==> config.mk <==
export PLATFORM = sky130hd
export DESIGN_NAME = cu_config_regs
export DESIGN_NICKNAME = d
export VERILOG_FILES = /design/src/verilog/cu_ahb_slave.v /design/src/verilog/cu_pwr_ctrl.v /design/src/verilog/cu_config_regs.v
export VERILOG_INCLUDE_DIRS = /design/src /design/src/verilog
export SDC_FILE = /design/constraint.sdc
export NUM_CORES = 1
export LEC_CHECK = 0
export ABC_CLOCK_PERIOD_IN_PS = 1900
export BUFFER_PORTS_ARGS = -buffer_cell sky130_fd_sc_hd__buf_2
export CAP_MARGIN = 30
export CORE_MARGIN = 8
export CORE_UTILIZATION = 49
export CTS_BUF_LIST = sky130_fd_sc_hd__clkbuf_16
export CTS_CLUSTER_SIZE = 12
export DETAILED_ROUTE_END_ITERATION = 16
export PLACE_DENSITY = 0.8
export SYNTH_ARGS = -nofsm -noshare
export SYNTH_HDL_FRONTEND = slang
export SYNTH_HIERARCHICAL = 1
export SYNTH_SLANG_ARGS = --single-unit
==> constraint.sdc <==
create_clock -name i_core_clk -period 1.9 [get_ports i_core_clk]
set_input_delay 0 -clock i_core_clk [delete_from_list [all_inputs] [get_ports i_core_clk]]
set_output_delay 0 -clock i_core_clk [all_outputs]
set_load 0.1 [all_outputs]
==> src/verilog/cu_defines.vh <==
// Register offsets, field positions, reset values and timing counts of the coherency unit bank
`ifndef CU_DEFINES_VH
`define CU_DEFINES_VH

// Register byte offsets from the peripheral base
`define CU_OFF_PWR_STATUS 13'h0008
`define CU_OFF_WAY_INVAL 13'h000C
`define CU_OFF_M1_FILT_START 13'h0040
`define CU_OFF_M1_FILT_END 13'h0044
`define CU_OFF_PP_FILT_START 13'h0048
`define CU_OFF_PP_FILT_END 13'h004C
`define CU_OFF_ACCESS_CTRL 13'h0050
`define CU_OFF_ERR_BANK_FIRST 13'h0060

// Decoded address width inside the 8 KB region
`define CU_ADDR_W 13

// Filter address field, 1 MB granularity
`define CU_FILT_MSB 31
`define CU_FILT_LSB 20
`define CU_FILT_W 12

// Power status fields, one two-bit field per core
`define CU_PWR_C0_LSB 0
`define CU_PWR_C1_LSB 8
`define CU_PWR_C2_LSB 16
`define CU_PWR_C3_LSB 24
`define CU_PWR_MASK 32'h03030303
`define CU_PWR_RESET 32'h00000000
`define CU_PWR_DORMANT 2'h2
`define CU_PWR_OFF 2'h3
`define CU_PWR_IDLE_CODE 2'h0

// Way invalidation fields
`define CU_INV_C0_LSB 0
`define CU_INV_C1_LSB 4

// Access control
`define CU_ACC_W 4
`define CU_ACC_RESET 4'hF

// Error bank first entry, core 0 ways at the low end
`define CU_ERR_LSB 16
`define CU_ERR_W 16

// Core count encoding: 0 means one core
`define CU_ONE_CORE 2'h0

// Edges after reset release before straps are captured (sync depth)
`define CU_STRAP_SETTLE 2'h2

// AHB-Lite codes
`define CU_HSIZE_WORD 3'h2
`define CU_HRESP_OKAY 1'h0

`endif

==> src/verilog/cu_ahb_slave.v <==
// AHB-Lite slave front end with one wait state per transfer
`include "cu_defines.vh"
`default_nettype none

module cu_ahb_slave (
    input wire i_core_clk,                  // Core clock
    input wire i_rst_b,                     // Async reset, active low
    input wire i_hsel,                      // Slave select
    input wire [31:0] i_haddr,              // Address
    input wire [1:0] i_htrans,              // Transfer type
    input wire i_hwrite,                    // Write when high
    input wire [2:0] i_hsize,               // Transfer size
    input wire i_hready,                    // Bus ready
    input wire [1:0] i_hmaster_core,        // Issuing core number
    input wire [31:0] i_rdata,              // Read data from the bank
    output reg o_hreadyout,                 // Slave ready
    output reg o_hresp,                     // Response, always OKAY
    output reg [31:0] o_hrdata,             // Read data
    output wire o_req,                      // Data phase strobe
    output wire o_req_write,                // Strobe is a word write
    output wire [`CU_ADDR_W-1:0] o_req_addr, // Latched address
    output wire [1:0] o_req_core            // Latched core number
);

    reg pend_q;
    reg wr_q;
    reg [`CU_ADDR_W-1:0] addr_q;
    reg [1:0] core_q;
    wire take;

    // NONSEQ or SEQ with ready high starts a transfer
    assign take = i_hsel & i_htrans[1] & i_hready;

    assign o_req = pend_q;
    assign o_req_write = wr_q;
    assign o_req_addr = addr_q;
    assign o_req_core = core_q;

    // Wait state lets a write land before a following read is sampled
    always @(posedge i_core_clk or negedge i_rst_b) begin
        if (!i_rst_b) begin
            pend_q <= 1'b0;
            wr_q <= 1'b0;
            addr_q <= {`CU_ADDR_W{1'b0}};
            core_q <= 2'h0;
            o_hreadyout <= 1'b1;
            o_hresp <= `CU_HRESP_OKAY;
            o_hrdata <= 32'h00000000;
        end else begin
            o_hresp <= `CU_HRESP_OKAY;
            if (pend_q) begin
                pend_q <= 1'b0;
                o_hreadyout <= 1'b1;
                o_hrdata <= wr_q ? 32'h00000000 : i_rdata;
            end else if (take) begin
                pend_q <= 1'b1;
                // Sub-word writes are dropped, the bank is word only
                wr_q <= i_hwrite & (i_hsize == `CU_HSIZE_WORD);
                addr_q <= i_haddr[`CU_ADDR_W-1:0];
                core_q <= i_hmaster_core;
                o_hreadyout <= 1'b0;
            end
        end
    end

endmodule

`default_nettype wire

==> src/verilog/cu_pwr_ctrl.v <==
// Per-core power control output bus, live only while the core sleeps
`include "cu_defines.vh"
`default_nettype none

module cu_pwr_ctrl (
    input wire i_core_clk,            // Core clock
    input wire i_rst_b,               // Async reset, active low
    input wire [3:0] i_core_wfi,      // Core in wait-for-interrupt state
    input wire [31:0] i_pwr_status,   // Power status register
    output reg [7:0] o_core_power_ctrl_out // Two bits per core
);

    integer k;

    // Field forwarded only in WAIT_FOR_INTERRUPT_STATE, else the powered-on code
    always @(posedge i_core_clk or negedge i_rst_b) begin
        if (!i_rst_b) begin
            o_core_power_ctrl_out <= 8'h00;
        end else begin
            for (k = 0; k < 4; k = k + 1) begin
                if (i_core_wfi[k]) begin
                    o_core_power_ctrl_out[2*k +: 2] <= i_pwr_status[8*k +: 2];
                end else begin
                    o_core_power_ctrl_out[2*k +: 2] <= `CU_PWR_IDLE_CODE;
                end
            end
        end
    end

endmodule

`default_nettype wire

==> src/verilog/cu_config_regs.v <==
// Coherency unit register bank: power status, invalidation, filters, access control
//
// Chosen here: register access over AHB-Lite.
`include "cu_defines.vh"
`default_nettype none

// Summary of operation
// - Power status write needs core access bit
// - Status fields at 25:24, 17:16, 9:8, 1:0
// - 0X on, 10 dormant, 11 powered off
// - Status bits tell power controller domains
// - In WAIT_FOR_INTERRUPT_STATE the power control bus enabled
// - Power status reads zero for a core without its access bit
// - Way bits per core; core1 needs two cores
// - Master1 start from input at reset exit
// - Master1 range routes only when filtering, two-port
// - Single port: master1 filters read zero, ignore writes
// - Master1 end from input at reset exit
// - End megabyte included in range
// - Peripheral start from input at reset exit
// - Peripheral end from input at reset exit
// - Access control gates listed registers per core
// - Bits 0-3 per core, one grants, default
// - Error bank ways, core 3 at top
// - Filter enable strap sampled at reset release
module cu_config_regs (
    input wire i_core_clk,                // Core clock, 20 MHz
    input wire i_rst_b,                   // Async reset, active low
    input wire i_hsel,                    // AHB slave select
    input wire [31:0] i_haddr,            // AHB address
    input wire [1:0] i_htrans,            // AHB transfer type
    input wire i_hwrite,                  // AHB write
    input wire [2:0] i_hsize,             // AHB size
    input wire i_hready,                  // AHB ready
    input wire [31:0] i_hwdata,           // AHB write data
    input wire [1:0] i_hmaster_core,      // Core issuing the transfer
    output wire o_hreadyout,              // AHB slave ready
    output wire o_hresp,                  // AHB response
    output wire [31:0] o_hrdata,          // AHB read data
    input wire [11:0] i_master1_range_start_in, // Master1 start strap
    input wire [11:0] i_master1_range_end_in,   // Master1 end strap
    input wire [11:0] i_periph_range_start_in,  // Peripheral start strap
    input wire [11:0] i_periph_range_end_in,    // Peripheral end strap
    input wire i_master_range_filter_en_in,     // Filter enable strap
    input wire i_two_master_ports,        // Second master port built
    input wire [1:0] i_core_count,        // Cores present minus one
    input wire [3:0] i_core_wfi,          // Cores in WAIT_FOR_INTERRUPT_STATE state
    input wire [15:0] i_err_bank_ways,    // Error bank first entry ways
    input wire [31:0] i_route_addr,       // Address to route
    output reg o_route_master1,           // Address goes to master port 1
    output reg o_route_periph,            // Address goes to peripheral port
    output wire [7:0] o_core_power_ctrl_out, // Power controller bus
    output reg [7:0] o_inval_ways,        // Ways to invalidate, cores 1..0
    output reg o_inval_strobe,            // One-cycle invalidate request
    output reg o_filter_enabled           // Address filtering live
);

    // Width of all strap bits gathered for synchronising
    localparam STRAP_W = 4 * `CU_FILT_W + 4;

    // Strap synchroniser and capture
    reg [STRAP_W-1:0] strap_meta_q;
    reg [STRAP_W-1:0] strap_sync_q;
    reg [1:0] settle_q;
    reg captured_q;
    wire [STRAP_W-1:0] strap_in;

    // Captured configuration
    reg [`CU_FILT_W-1:0] m1_start_q;
    reg [`CU_FILT_W-1:0] m1_end_q;
    reg [`CU_FILT_W-1:0] pp_start_q;
    reg [`CU_FILT_W-1:0] pp_end_q;
    reg two_port_q;
    reg [1:0] core_count_q;

    // Software state
    reg [31:0] pwr_status_q;
    reg [`CU_ACC_W-1:0] access_q;
    reg [`CU_ERR_W-1:0] err_ways_q;

    // Bus front end wiring
    wire req;
    wire req_write;
    wire [`CU_ADDR_W-1:0] req_addr;
    wire [1:0] req_core;
    reg [31:0] rdata;
    wire core_ok;
    wire wr_ok;

    // Inclusive megabyte range test shared by both routes
    function in_range;
        input [`CU_FILT_W-1:0] mb;
        input [`CU_FILT_W-1:0] lo;
        input [`CU_FILT_W-1:0] hi;
        begin
            in_range = (mb >= lo) && (mb <= hi);
        end
    endfunction

    // Place a megabyte field in the top of a word
    function [31:0] filt_word;
        input [`CU_FILT_W-1:0] mb;
        begin
            filt_word = {mb, 20'h00000};
        end
    endfunction

    assign strap_in = {i_master1_range_start_in, i_master1_range_end_in,
                       i_periph_range_start_in, i_periph_range_end_in,
                       i_master_range_filter_en_in, i_two_master_ports, i_core_count};

    // Two-flop synchroniser, straps come from outside the domain
    always @(posedge i_core_clk or negedge i_rst_b) begin
        if (!i_rst_b) begin
            strap_meta_q <= {STRAP_W{1'b0}};
            strap_sync_q <= {STRAP_W{1'b0}};
        end else begin
            strap_meta_q <= strap_in;
            strap_sync_q <= strap_meta_q;
        end
    end

    // Capture straps once the synchroniser has filled after release
    always @(posedge i_core_clk or negedge i_rst_b) begin
        if (!i_rst_b) begin
            settle_q <= 2'h0;
            captured_q <= 1'b0;
            m1_start_q <= {`CU_FILT_W{1'b0}};
            m1_end_q <= {`CU_FILT_W{1'b0}};
            pp_start_q <= {`CU_FILT_W{1'b0}};
            pp_end_q <= {`CU_FILT_W{1'b0}};
            two_port_q <= 1'b0;
            core_count_q <= `CU_ONE_CORE;
            o_filter_enabled <= 1'b0;
        end else if (!captured_q) begin
            if (settle_q == `CU_STRAP_SETTLE) begin
                captured_q <= 1'b1;
                two_port_q <= strap_sync_q[2];
                core_count_q <= strap_sync_q[1:0];
                // Master filters exist only with the second port
                if (strap_sync_q[2]) begin
                    m1_start_q <= strap_sync_q[STRAP_W-1 -: `CU_FILT_W];
                    m1_end_q <= strap_sync_q[STRAP_W-13 -: `CU_FILT_W];
                end
                pp_start_q <= strap_sync_q[STRAP_W-25 -: `CU_FILT_W];
                pp_end_q <= strap_sync_q[STRAP_W-37 -: `CU_FILT_W];
                // Filtering forced off without the second port
                o_filter_enabled <= strap_sync_q[3] & strap_sync_q[2];
            end else begin
                settle_q <= settle_q + 2'h1;
            end
        end
    end

    cu_ahb_slave u_ahb (
        .i_core_clk(i_core_clk),
        .i_rst_b(i_rst_b),
        .i_hsel(i_hsel),
        .i_haddr(i_haddr),
        .i_htrans(i_htrans),
        .i_hwrite(i_hwrite),
        .i_hsize(i_hsize),
        .i_hready(i_hready),
        .i_hmaster_core(i_hmaster_core),
        .i_rdata(rdata),
        .o_hreadyout(o_hreadyout),
        .o_hresp(o_hresp),
        .o_hrdata(o_hrdata),
        .o_req(req),
        .o_req_write(req_write),
        .o_req_addr(req_addr),
        .o_req_core(req_core)
    );

    // Per-core permission of the issuing core
    assign core_ok = access_q[req_core];
    assign wr_ok = req & req_write & core_ok;

    // Read mux; gated registers read zero for a denied core
    always @* begin
        rdata = 32'h00000000;
        case (req_addr)
            `CU_OFF_PWR_STATUS: begin
                if (core_ok) begin
                    rdata = pwr_status_q;
                end
            end
            `CU_OFF_M1_FILT_START: begin
                rdata = two_port_q ? filt_word(m1_start_q) : 32'h00000000;
            end
            `CU_OFF_M1_FILT_END: begin
                rdata = two_port_q ? filt_word(m1_end_q) : 32'h00000000;
            end
            `CU_OFF_PP_FILT_START: begin
                rdata = filt_word(pp_start_q);
            end
            `CU_OFF_PP_FILT_END: begin
                rdata = filt_word(pp_end_q);
            end
            `CU_OFF_ACCESS_CTRL: begin
                rdata = {28'h0000000, access_q};
            end
            `CU_OFF_ERR_BANK_FIRST: begin
                if (core_ok) begin
                    rdata = {err_ways_q, 16'h0000};
                end
            end
            default: begin
                rdata = 32'h00000000;
            end
        endcase
    end

    // Power status and access control; denied writes leave power status alone
    always @(posedge i_core_clk or negedge i_rst_b) begin
        if (!i_rst_b) begin
            pwr_status_q <= `CU_PWR_RESET;
            access_q <= `CU_ACC_RESET;
        end else begin
            if (wr_ok && req_addr == `CU_OFF_PWR_STATUS) begin
                // Reserved bits are never stored
                pwr_status_q <= i_hwdata & `CU_PWR_MASK;
            end
            // Access control itself is not gated, else a lockout is permanent
            if (req && req_write && req_addr == `CU_OFF_ACCESS_CTRL) begin
                access_q <= i_hwdata[`CU_ACC_W-1:0];
            end
        end
    end

    // Way invalidation is write-only, issued as a one-cycle strobe
    always @(posedge i_core_clk or negedge i_rst_b) begin
        if (!i_rst_b) begin
            o_inval_ways <= 8'h00;
            o_inval_strobe <= 1'b0;
        end else begin
            o_inval_strobe <= 1'b0;
            if (wr_ok && req_addr == `CU_OFF_WAY_INVAL) begin
                o_inval_strobe <= 1'b1;
                o_inval_ways[`CU_INV_C0_LSB +: 4] <= i_hwdata[`CU_INV_C0_LSB +: 4];
                // Core 1 ways dropped on a single-core build
                if (core_count_q == `CU_ONE_CORE) begin
                    o_inval_ways[`CU_INV_C1_LSB +: 4] <= 4'h0;
                end else begin
                    o_inval_ways[`CU_INV_C1_LSB +: 4] <= i_hwdata[`CU_INV_C1_LSB +: 4];
                end
            end
        end
    end

    // Error bank entry mirrors the ECC logic, read only
    always @(posedge i_core_clk or negedge i_rst_b) begin
        if (!i_rst_b) begin
            err_ways_q <= {`CU_ERR_W{1'b0}};
        end else begin
            err_ways_q <= i_err_bank_ways;
        end
    end

    // Route decisions, one cycle after the address is offered
    always @(posedge i_core_clk or negedge i_rst_b) begin
        if (!i_rst_b) begin
            o_route_master1 <= 1'b0;
            o_route_periph <= 1'b0;
        end else begin
            o_route_master1 <= two_port_q & o_filter_enabled &
                in_range(i_route_addr[`CU_FILT_MSB:`CU_FILT_LSB], m1_start_q, m1_end_q);
            // A badly strapped region (start not below end) never matches
            o_route_periph <= (pp_start_q < pp_end_q) &&
                in_range(i_route_addr[`CU_FILT_MSB:`CU_FILT_LSB], pp_start_q, pp_end_q);
        end
    end

    // Status fields reach the power controller only while a core sleeps
    cu_pwr_ctrl u_pwr (
        .i_core_clk(i_core_clk),
        .i_rst_b(i_rst_b),
        .i_core_wfi(i_core_wfi),
        .i_pwr_status(pwr_status_q),
        .o_core_power_ctrl_out(o_core_power_ctrl_out)
    );

endmodule

`default_nettype wire

==> results of run 1 <==
final cells by class:
class	instances	area [sq um]	area share
Timing Repair Buffer	353	2590	0.183
Tap cell	275	344	0.0244
Inverter	80	300	0.0213
Clock inverter	17	120	0.00851
Clock buffer	27	676	0.0479
Multi-Input combinational cell	446	3670	0.260
Sequential cell	256	6410	0.455
per-layer routing:
layer,vias up,GRT usage
li1,3506,-
met1,3692,0.238
met2,277,0.364
met3,64,0.0481
met4,2,0.0636
met5,-,0
state kept, by name, summed over array words and instances, names as in the netlist, 2 cells and up:
register,count
strap_meta_q,52
strap_sync_q,52
u_ahb/o_hrdata,32
err_ways_q,16
u_ahb/o_req_addr,13
m1_end_q,12
m1_start_q,12
pp_end_q,12
pp_start_q,12
o_inval_ways,8
pwr_status_q,8
u_pwr/o_core_power_ctrl_out,8
access_q,4
core_count_q,2
settle_q,2
u_ahb/o_req_core,2
logic make-up (layout without fill, tap and decap cells):
logic type / count (synthesis) / after routing / synth area share
multiplexers: 61 / 61 / 0.0708
AND/OR/NAND/NOR: 173 / 173 / 0.103
flip-flops: 256 / 256 / 0.624
adder cells (fa/ha/maj): 60 / 60 / 0.0730
other: 2 / 11 / 0.000731
XOR/XNOR: 1 / 1 / 0.000852
buffers and inverters: 110 / 477 / 0.0433
AO/OA/AOI/OAI: 140 / 140 / 0.0843
critical path, stage by stage, from the launching register on:
cell and delay, ps:
dfrtp_1 400, nor4_4 360, nand3b_4 140, buf_6 160, nor4_4 360, buf_6 190, a22oi_1 90, nand3_1 100
nand3b_1 90, o21ai_1 110
path summary, 6_finish.rpt:
path,from,depth (start not counted),endpoint,slack (ps)
setup / recovery,u_ahb/o_req_addr[7],9,u_ahb/o_hrdata[26],-180
hold / removal,i_rst_b,2,o_inval_ways[7],20
setup reg to reg,u_ahb/o_req_addr[7],9,u_ahb/o_hrdata[26],-180
hold reg to reg,strap_meta_q[24],0,strap_sync_q[24],340
max in group asynchronous,i_rst_b,3,err_ways_q[7],1120
min in group i_core_clk,i_htrans[1],3,u_ahb/o_hreadyout,100
placed cells by master, fill, tap and decap left out, types with 8 or more instances in the layout:
| cell | n |
|---|---|
| o21ai_0 | 48 |
| buf_4 | 58 |
| nand3b_1 | 30 |
| conb_1 | 11 |
| nand2_1 | 42 |
| buf_2 | 174 |
| dlygate4sd3_1 | 106 |
| dfrtp_1 | 250 |
| buf_6 | 8 |
| and2_1 | 11 |
| o21ai_1 | 17 |
| a21oi_1 | 17 |
| mux2_2 | 43 |
| a22oi_2 | 11 |
| nand4_1 | 12 |
| clkbuf_16 | 27 |
| inv_1 | 88 |
| mux2_4 | 17 |
| a22oi_1 | 13 |
| ha_1 | 60 |
| nand3_1 | 18 |
power groups by stage:
stage               Sequential, mW  Combinational [mW]  Clock (mW)
finish                        5.98                1.71        4.82
global route                  6.01                1.85        5.13
CTS                           5.97                1.66        4.92
detailed placement            6.06                1.47           0
global placement              6.04                1.42           0
floorplan                     6.38               0.514           0
stage by stage:
step,setup WS [ps],utilization
2_1_floorplan,-150,-
3_3_place_gp,-115,0.574
3_5_place_dp,-145,0.574
4_1_cts,-115,0.667
5_1_grt,-231,0.678
6_report,-177,0.678
timing repair:
action | 4_1_cts | 5_1_grt
hold endpoints to repair | 369 | 0
buffers inserted | 3 | 7
cloned | 0 | 2
pin swaps | 9 | 32
endpoints found under the setup margin | 34 | 38
hold buffers | 106 | 0
gates resized for setup | 16 | 63
==> impl_metrics.env, run 1 <==
export IMPL_grt_overflow=0
export IMPL_clk_pin_slew_ps=60
export IMPL_dr_pass1_iters=5
export IMPL_dp_hpwl_microns=18200
export IMPL_die_w_microns=161
export IMPL_htree_levels=1
export IMPL_synth_top_cells_by_count="dfrtp_1, inv_1, o21ai_0, ha_1, mux2_2"
export IMPL_final_cells=1454
export IMPL_final_layout_size_suffix_gt1_frac=0.329
export IMPL_cts_root_buf="clkbuf_16"
export IMPL_antenna_found_initial=1
export IMPL_synth_edff_count=0
export IMPL_power_density_nw_per_um2=887
export IMPL_clk_latency_ps=530
export IMPL_fin_crit_ps=2080
export IMPL_grt_pass1_wl_microns=42700
export IMPL_diodes=0
export IMPL_violations="negative setup slack"
export IMPL_p_comb_frac=0.136
export IMPL_rows=53
export IMPL_yosysUniqueCellTypes=49
export IMPL_vias=7541
export IMPL_seq_area_frac_synth=0.624
export IMPL_worstSetupPathType="reg2reg"
export IMPL_finalClockSkew_ps=17.0
export IMPL_whs_ps=16.9
export IMPL_maxCapViolCount=0
export IMPL_crit_fanout=6
export IMPL_internal_power_mw=9.28
export IMPL_grtUsageTotal=0.204
export IMPL_antenna_left=0
export IMPL_maxSlewViolCount=0
export IMPL_die_area_sq_um=25900
export IMPL_wl_per_cell_microns=18.5
export IMPL_rsz0062_at_grt="yes"
export IMPL_die_h_microns=161
export IMPL_vdd_ir_drop_worst_v=0.000750
export IMPL_setup_slack_ps=-177
export IMPL_cts_buffer_depth=3
export IMPL_wl_met3_microns=1980
export IMPL_crit_path_end_kind="flop"
export IMPL_synth_area_leaders="dfrtp_1, ha_1, mux2_2"
export IMPL_hp_class="in2async"
export IMPL_placed_area_sq_um=12000
export IMPL_ios=234
export IMPL_netlist_instances=803
export IMPL_fmax_ghz=0.481
export IMPL_io_buffers=174
export IMPL_grt_max_degree=70
export IMPL_fin_setup_tns_ps=-3460
export IMPL_finalNetCount=1404
export IMPL_gp_congestion=0.893
export IMPL_wirelength_microns=26900
export IMPL_vias_per_cell=5.19
export IMPL_yosys_warnings=6
export IMPL_arrival_ps=2520
export IMPL_drc_errors=0
export IMPL_highest_layer="met5"
export IMPL_p_seq_frac=0.478
export IMPL_clockPowerShare=0.386
export IMPL_yosys_most_used_dff="dfrtp_1"
export IMPL_cts_tree="yes"
export IMPL_fin_area_sq_um=14100
export IMPL_synthMostInstantiatedCell="dfrtp_1"
export IMPL_status="finished, violations left"
export IMPL_clock_sinks=256
export IMPL_synth_top_cell_by_area="dfrtp_1"
export IMPL_wl_met2_microns=13700
export IMPL_finalHoldViolCount=0
export IMPL_synth_seq_cells=256
export IMPL_yosys_area_top_type_share=0.611
export IMPL_worstMarginPinSlew_ps=562
export IMPL_slew_limit_headroom=0.628
export IMPL_core_sq_um=20800
export IMPL_dp_cells=1295
export IMPL_avgSynthCellArea_sq_um=12.8
export IMPL_drtIter0Drc=475
export IMPL_p_switching_mw=3.23
export IMPL_p_leak_nw=6.83
export IMPL_finalPower_mw=12.5
export IMPL_m1WireLength_microns=10300
export IMPL_synth_async_sr_flop_share=1.00
export IMPL_grt_pass1_vias=8203
export IMPL_start_kind="flop"
export IMPL_fillerInstances=1475
export IMPL_cp_required_ps=2340
export IMPL_area_growth_pct=37.2
export IMPL_start_util=0.494
export IMPL_finalSetupViolCount=30
export IMPL_synth_area_sq_um=10300
export IMPL_switching_share=0.259
export IMPL_cts_buffers=27
export IMPL_finalCritPeriodShare=1.09
No activity file was read; power rests on OpenSTA's default activity.
==> run 2: changes to the inputs <==
--- a/config.mk
+++ b/config.mk
@@ -14,7 +14,7 @@
 export CTS_BUF_LIST = sky130_fd_sc_hd__clkbuf_16
 export CTS_CLUSTER_SIZE = 12
 export DETAILED_ROUTE_END_ITERATION = 16
-export PLACE_DENSITY = 0.8
+export PLACE_DENSITY = 0.76
 export SYNTH_ARGS = -nofsm -noshare
 export SYNTH_HDL_FRONTEND = slang
 export SYNTH_HIERARCHICAL = 1
==> run 2 against run 1 <==
Compared with the run above: the run still ends with negative setup slack left; die area unchanged; sequential share of layout area up 0.39 points; worst hold slack better by 64 ps; worst setup slack better by 66 ps; sequential power about the same; cell count down 0.69%; register-to-register slack better by 70 ps; critical path depth down 3; non-clock buffer count down 14; wire length down 2.7%; largest cell class unchanged; largest power group unchanged.
==> impl_metrics.env, run 2 (synthesized netlist as in run 1, its figures left out) <==
export IMPL_status="finished, violations left"
export IMPL_violations="negative setup slack"
export IMPL_reg2reg_depth=6
export IMPL_worstMarginPinSlew_ps=552
export IMPL_maxSlewViolCount=0
export IMPL_finalHoldViolCount=0
export IMPL_start_kind="flop"
export IMPL_start_util=0.494
export IMPL_setup_slack_ps=-111
export IMPL_post_place_ws_ps=-147
export IMPL_io_buffers=174
export IMPL_gp_congestion=0.872
export IMPL_finalCritPeriodShare=1.06
export IMPL_cts_root_buf="clkbuf_16"
export IMPL_dp_hpwl_microns=17800
export IMPL_largestRegisters="strap_meta_q x52, strap_sync_q x52, u_ahb/o_hrdata x32"
export IMPL_grt_overflow=0
export IMPL_grt_max_degree=66
export IMPL_r2r_start="u_ahb/o_req_core[0]"
export IMPL_core_sq_um=20800
export IMPL_clk_latency_ps=530
export IMPL_fin_area_sq_um=14000
export IMPL_finalNetCount=1390
export IMPL_p_leak_nw=6.76
export IMPL_hp_class="in2async"
export IMPL_crit_fanout=3
export IMPL_grtUsageTotal=0.201
export IMPL_worstSetupPathType="reg2reg"
export IMPL_finalClockSkew_ps=17.5
export IMPL_area_growth_pct=36.1
export IMPL_die_w_microns=161
export IMPL_power_density_nw_per_um2=880
export IMPL_grt_pass1_vias=8110
export IMPL_cp_startpoint="u_ahb/o_req_core[0]"
export IMPL_arrival_ps=2400
export IMPL_cts_buffers=27
export IMPL_die_area_sq_um=25900
export IMPL_cts_buffer_depth=3
export IMPL_placed_area_sq_um=11900
export IMPL_whs_ps=80.6
export IMPL_fmax_ghz=0.497
export IMPL_die_h_microns=161
export IMPL_finalSetupViolCount=20
export IMPL_dr_pass1_iters=5
export IMPL_drc_errors=0
export IMPL_ios=234
export IMPL_wirelength_microns=26100
export IMPL_drtIter0Drc=410
export IMPL_clk_pin_slew_ps=60
export IMPL_wl_per_cell_microns=18.1
export IMPL_final_common_cell="dfrtp_1"
export IMPL_htree_levels=1
export IMPL_clock_sinks=256
export IMPL_final_layout_size_suffix_gt1_frac=0.313
export IMPL_vdd_ir_drop_worst_v=0.000754
export IMPL_final_cell_mix="dfrtp_1, buf_2, dlygate4sd3_1, inv_1, ha_1"
export IMPL_fin_crit_ps=2010
export IMPL_rsz0062_at_grt="yes"
export IMPL_cp_required_ps=2290
export IMPL_rows=53
export IMPL_antenna_found_initial=5
export IMPL_crit_path_end_kind="flop"
export IMPL_antenna_left=0
export IMPL_vias_per_cell=5.14
export IMPL_slew_limit_headroom=0.635
export IMPL_cts_tree="yes"
export IMPL_vias=7416
export IMPL_grt_pass1_wl_microns=42000
export IMPL_maxCapViolCount=0
[run 2: cell types whose count changed in the layout (fill, tap and decap cells not counted), moves of 3 or more]
cell,previous run,this run
buf_4,58,44
clkinv_1,4,7
a22oi_1,13,19
o21ai_0,48,54
a22oi_2,11,5
o21ai_1,17,12
[run 2: worst paths after layout]
path	to	slack [ps]
max reg2reg	u_ahb/o_hrdata[25]	-110
min in group i_core_clk	u_ahb/o_hreadyout	100
max	u_ahb/o_hrdata[25]	-110
min	u_ahb/o_hreadyout	80
min reg2reg	strap_sync_q[35]	350
max in group asynchronous	strap_meta_q[27]	1440
[run 2: area by class of cell]
type	instances	area, sq um
inverter	80	300
timing repair buffer	339	2500
fill	1513	6840
tap	275	344
clock inverter	19	101
multi-input combinational	446	3650
clock buffer	27	676
sequential	256	6410
antenna	2	5.00
[run 2: critical path, stage by stage, from the launching register on]
cell	delay (ps)
dfrtp_1	360
mux4_2	540
and3_4	210
a221o_1	350
a221o_1	270
nand3b_1	80
o21ai_1	70
[run 2: power breakdown]
part | internal, mW | leakage, nW | switching, mW
combinational | 0.691 | 3.25 | 1.00
sequential | 5.76 | 3.10 | 0.198
clock | 2.67 | 0.412 | 1.98
[run 2: metal layers]
layer  part of all wire  global-route usage  vias to the layer above
li1                   -                   -                     3471
met1               0.39               0.237                     3616
met2               0.51               0.349                      255
met3              0.068              0.0509                       68
met4              0.032              0.0741                        6
met5            0.00096                   0                        -
[run 2: through the flow]
stage	setup TNS [ps]	util	power [mW]	instances
6_report	-1190	0.672	12.3	1444
5_1_grt	-4110	0.672	12.9	1444
4_1_cts	-1510	0.664	12.4	1441
3_5_place_dp	-2520	0.571	7.51	1286
3_3_place_gp	-1140	0.571	7.46	1286
2_1_floorplan	-1450	-	6.89	812
[run 2: what timing repair did]
action	4_1_cts	5_1_grt
endpoints found under the hold margin	365	0
gates resized for setup	27	36
buffers inserted	2	3
pin swaps	10	16
hold buffers	107	0
setup endpoints to repair	34	38
==> run 3: changes to the inputs <==
--- a/config.mk
+++ b/config.mk
@@ -14,7 +14,7 @@
 export CTS_BUF_LIST = sky130_fd_sc_hd__clkbuf_16
 export CTS_CLUSTER_SIZE = 12
 export DETAILED_ROUTE_END_ITERATION = 16
-export PLACE_DENSITY = 0.76
+export PLACE_DENSITY = 0.72
 export SYNTH_ARGS = -nofsm -noshare
 export SYNTH_HDL_FRONTEND = slang
 export SYNTH_HIERARCHICAL = 1
==> run 3 against run 2 <==
Compared with the run above: the flow still finishes with violations (negative setup slack); sequential share of layout area fell by 0.37 points; fmax fell by 3.0%; global-route usage fell by 0.14 points; worst setup slack got worse by 62 ps; first-iteration DRC count fell by 10%; clock skew barely moved; combinational power rose by 4%; sequential power barely moved; power rose by 0.57%; critical path type unchanged; highest routed layer unchanged.
==> impl_metrics.env, run 3 (synthesized netlist as in run 1, its figures left out) <==
export IMPL_status="finished, violations left"
export IMPL_violations="negative setup slack"
export IMPL_die_h_microns=161
export IMPL_finalHoldViolCount=0
export IMPL_internal_power_mw=9.17
export IMPL_dp_cells=1289
export IMPL_grt_pass1_wl_microns=41600
export IMPL_cp_required_ps=2330
export IMPL_antenna_found_initial=2
export IMPL_io_buffers=174
export IMPL_worstMarginPinSlew_ps=540
export IMPL_p_switching_mw=3.20
export IMPL_antenna_left=0
export IMPL_fin_crit_ps=2070
export IMPL_final_cells=1450
export IMPL_final_cell_mix="dfrtp_1, buf_2, dlygate4sd3_1, inv_1, ha_1"
export IMPL_hp_class="in2reg"
export IMPL_htree_levels=1
export IMPL_p_seq_frac=0.481
export IMPL_placed_area_sq_um=11900
export IMPL_fin_setup_tns_ps=-2620
export IMPL_cts_tree="yes"
export IMPL_clk_latency_ps=520
export IMPL_power_density_nw_per_um2=878
export IMPL_clockPowerShare=0.378
export IMPL_finalCritPeriodShare=1.09
export IMPL_maxCapViolCount=0
export IMPL_cts_root_buf="clkbuf_16"
export IMPL_dp_hpwl_microns=17300
export IMPL_die_area_sq_um=25900
export IMPL_arrival_ps=2510
export IMPL_maxSlewViolCount=0
export IMPL_setup_slack_ps=-173
export IMPL_final_layout_size_suffix_gt1_frac=0.330
export IMPL_start_kind="flop"
export IMPL_switching_share=0.259
export IMPL_finalNetCount=1399
export IMPL_cts_buffer_depth=3
export IMPL_utilization=0.677
export IMPL_rrSetupSlack_ps=-170
export IMPL_clock_sinks=256
export IMPL_drtIter0Drc=369
export IMPL_die_w_microns=161
export IMPL_grt_pass1_vias=8013
export IMPL_vdd_ir_drop_worst_v=0.000827
export IMPL_crit_fanout=6
export IMPL_rows=53
export IMPL_finalSetupViolCount=33
export IMPL_area_growth_pct=37.2
export IMPL_core_sq_um=20800
export IMPL_gp_congestion=0.884
export IMPL_largestRegisters="strap_meta_q x52, strap_sync_q x52, u_ahb/o_hrdata x32"
export IMPL_finalClockSkew_ps=17.7
export IMPL_vias=7386
export IMPL_ios=234
export IMPL_rsz0062_at_grt="yes"
export IMPL_diodes=0
export IMPL_worstSetupPathType="reg2reg"
export IMPL_wl_per_cell_microns=17.9
export IMPL_clk_pin_slew_ps=60
export IMPL_grtUsageTotal=0.200
export IMPL_fmax_ghz=0.482
export IMPL_drc_errors=0
export IMPL_crit_path_end_kind="flop"
export IMPL_grt_max_degree=76
export IMPL_grt_overflow=0
export IMPL_final_common_cell="dfrtp_1"
export IMPL_slew_limit_headroom=0.643
export IMPL_start_util=0.494
export IMPL_cts_buffers=27
export IMPL_vias_per_cell=5.09
export IMPL_wirelength_microns=25900
export IMPL_dr_pass1_iters=5
export IMPL_fin_area_sq_um=14100
export IMPL_p_comb_frac=0.141
export IMPL_p_leak_nw=6.85
run 3: power groups by stage:
| stage | clock network [mW] | registers, mW | logic, mW |
|---|---|---|---|
| 6_report | 4.67 | 5.96 | 1.75 |
| 5_1_grt | 5.03 | 5.99 | 1.90 |
| 4_1_cts | 4.79 | 5.96 | 1.68 |
| 3_5_place_dp | 0 | 6.05 | 1.46 |
| 3_3_place_gp | 0 | 6.04 | 1.43 |
| 2_1_floorplan | 0 | 6.38 | 0.514 |
run 3: cell type report:
cell class | instances | area [sq um]
tap | 275 | 344
multi-input combinational | 446 | 3690
inverter | 80 | 300
sequential | 256 | 6410
timing repair buffer | 348 | 2580
fill | 1510 | 6720
clock inverter | 18 | 101
clock buffer | 27 | 676
run 3: path summary, 6_finish.rpt:
| check | start | to | cells after the start |
|---|---|---|---|
| worst min register to register | strap_meta_q[36] | strap_sync_q[36] | 0 |
| min in group asynchronous | i_rst_b | m1_end_q[6] | 3 |
| worst min-delay path | i_route_addr[31] | o_route_master1 | 5 |
| max in group asynchronous | i_rst_b | strap_sync_q[6] | 4 |
| worst max register to register | u_ahb/o_req_addr[0] | u_ahb/o_hrdata[24] | 7 |
| worst max-delay path | u_ahb/o_req_addr[0] | u_ahb/o_hrdata[24] | 7 |
run 3: what timing repair did:
item                                   4_1_cts  5_1_grt
gates resized for setup                     36       40
endpoints found under the hold margin      368        0
setup endpoints to repair                   32       40
pin swaps                                   16       25
gates cloned                                 1        0
hold buffers                               108        0
buffers inserted                             4        5
run 3: critical path: stages, from the launching register on:
cell and delay (ps):
dfrtp_1 400, or4b_4 580, buf_6 140, nor4_4 320, buf_6 210, a221o_1 170
nand3b_1 80, o21ai_1 80
run 3: per-layer routing:
layer / vias up / routed length, microns / global-route usage
met2: 219 / 13000 / 0.344
met4: 4 / 731 / 0.0619
met5: - / 27 / 0
met3: 61 / 1730 / 0.0502
li1: 3498 / - / -
met1: 3604 / 10500 / 0.242
run 3: metrics by stage:
stage	hold slack (ps)	setup slack (ps)	power, mW
floorplan	-296	-150	6.89
finish	101	-173	12.4
detailed placement	-66.9	-161	7.51
CTS	86.0	-124	12.4
global route	103	-238	12.9
global placement	-70.4	-103	7.47
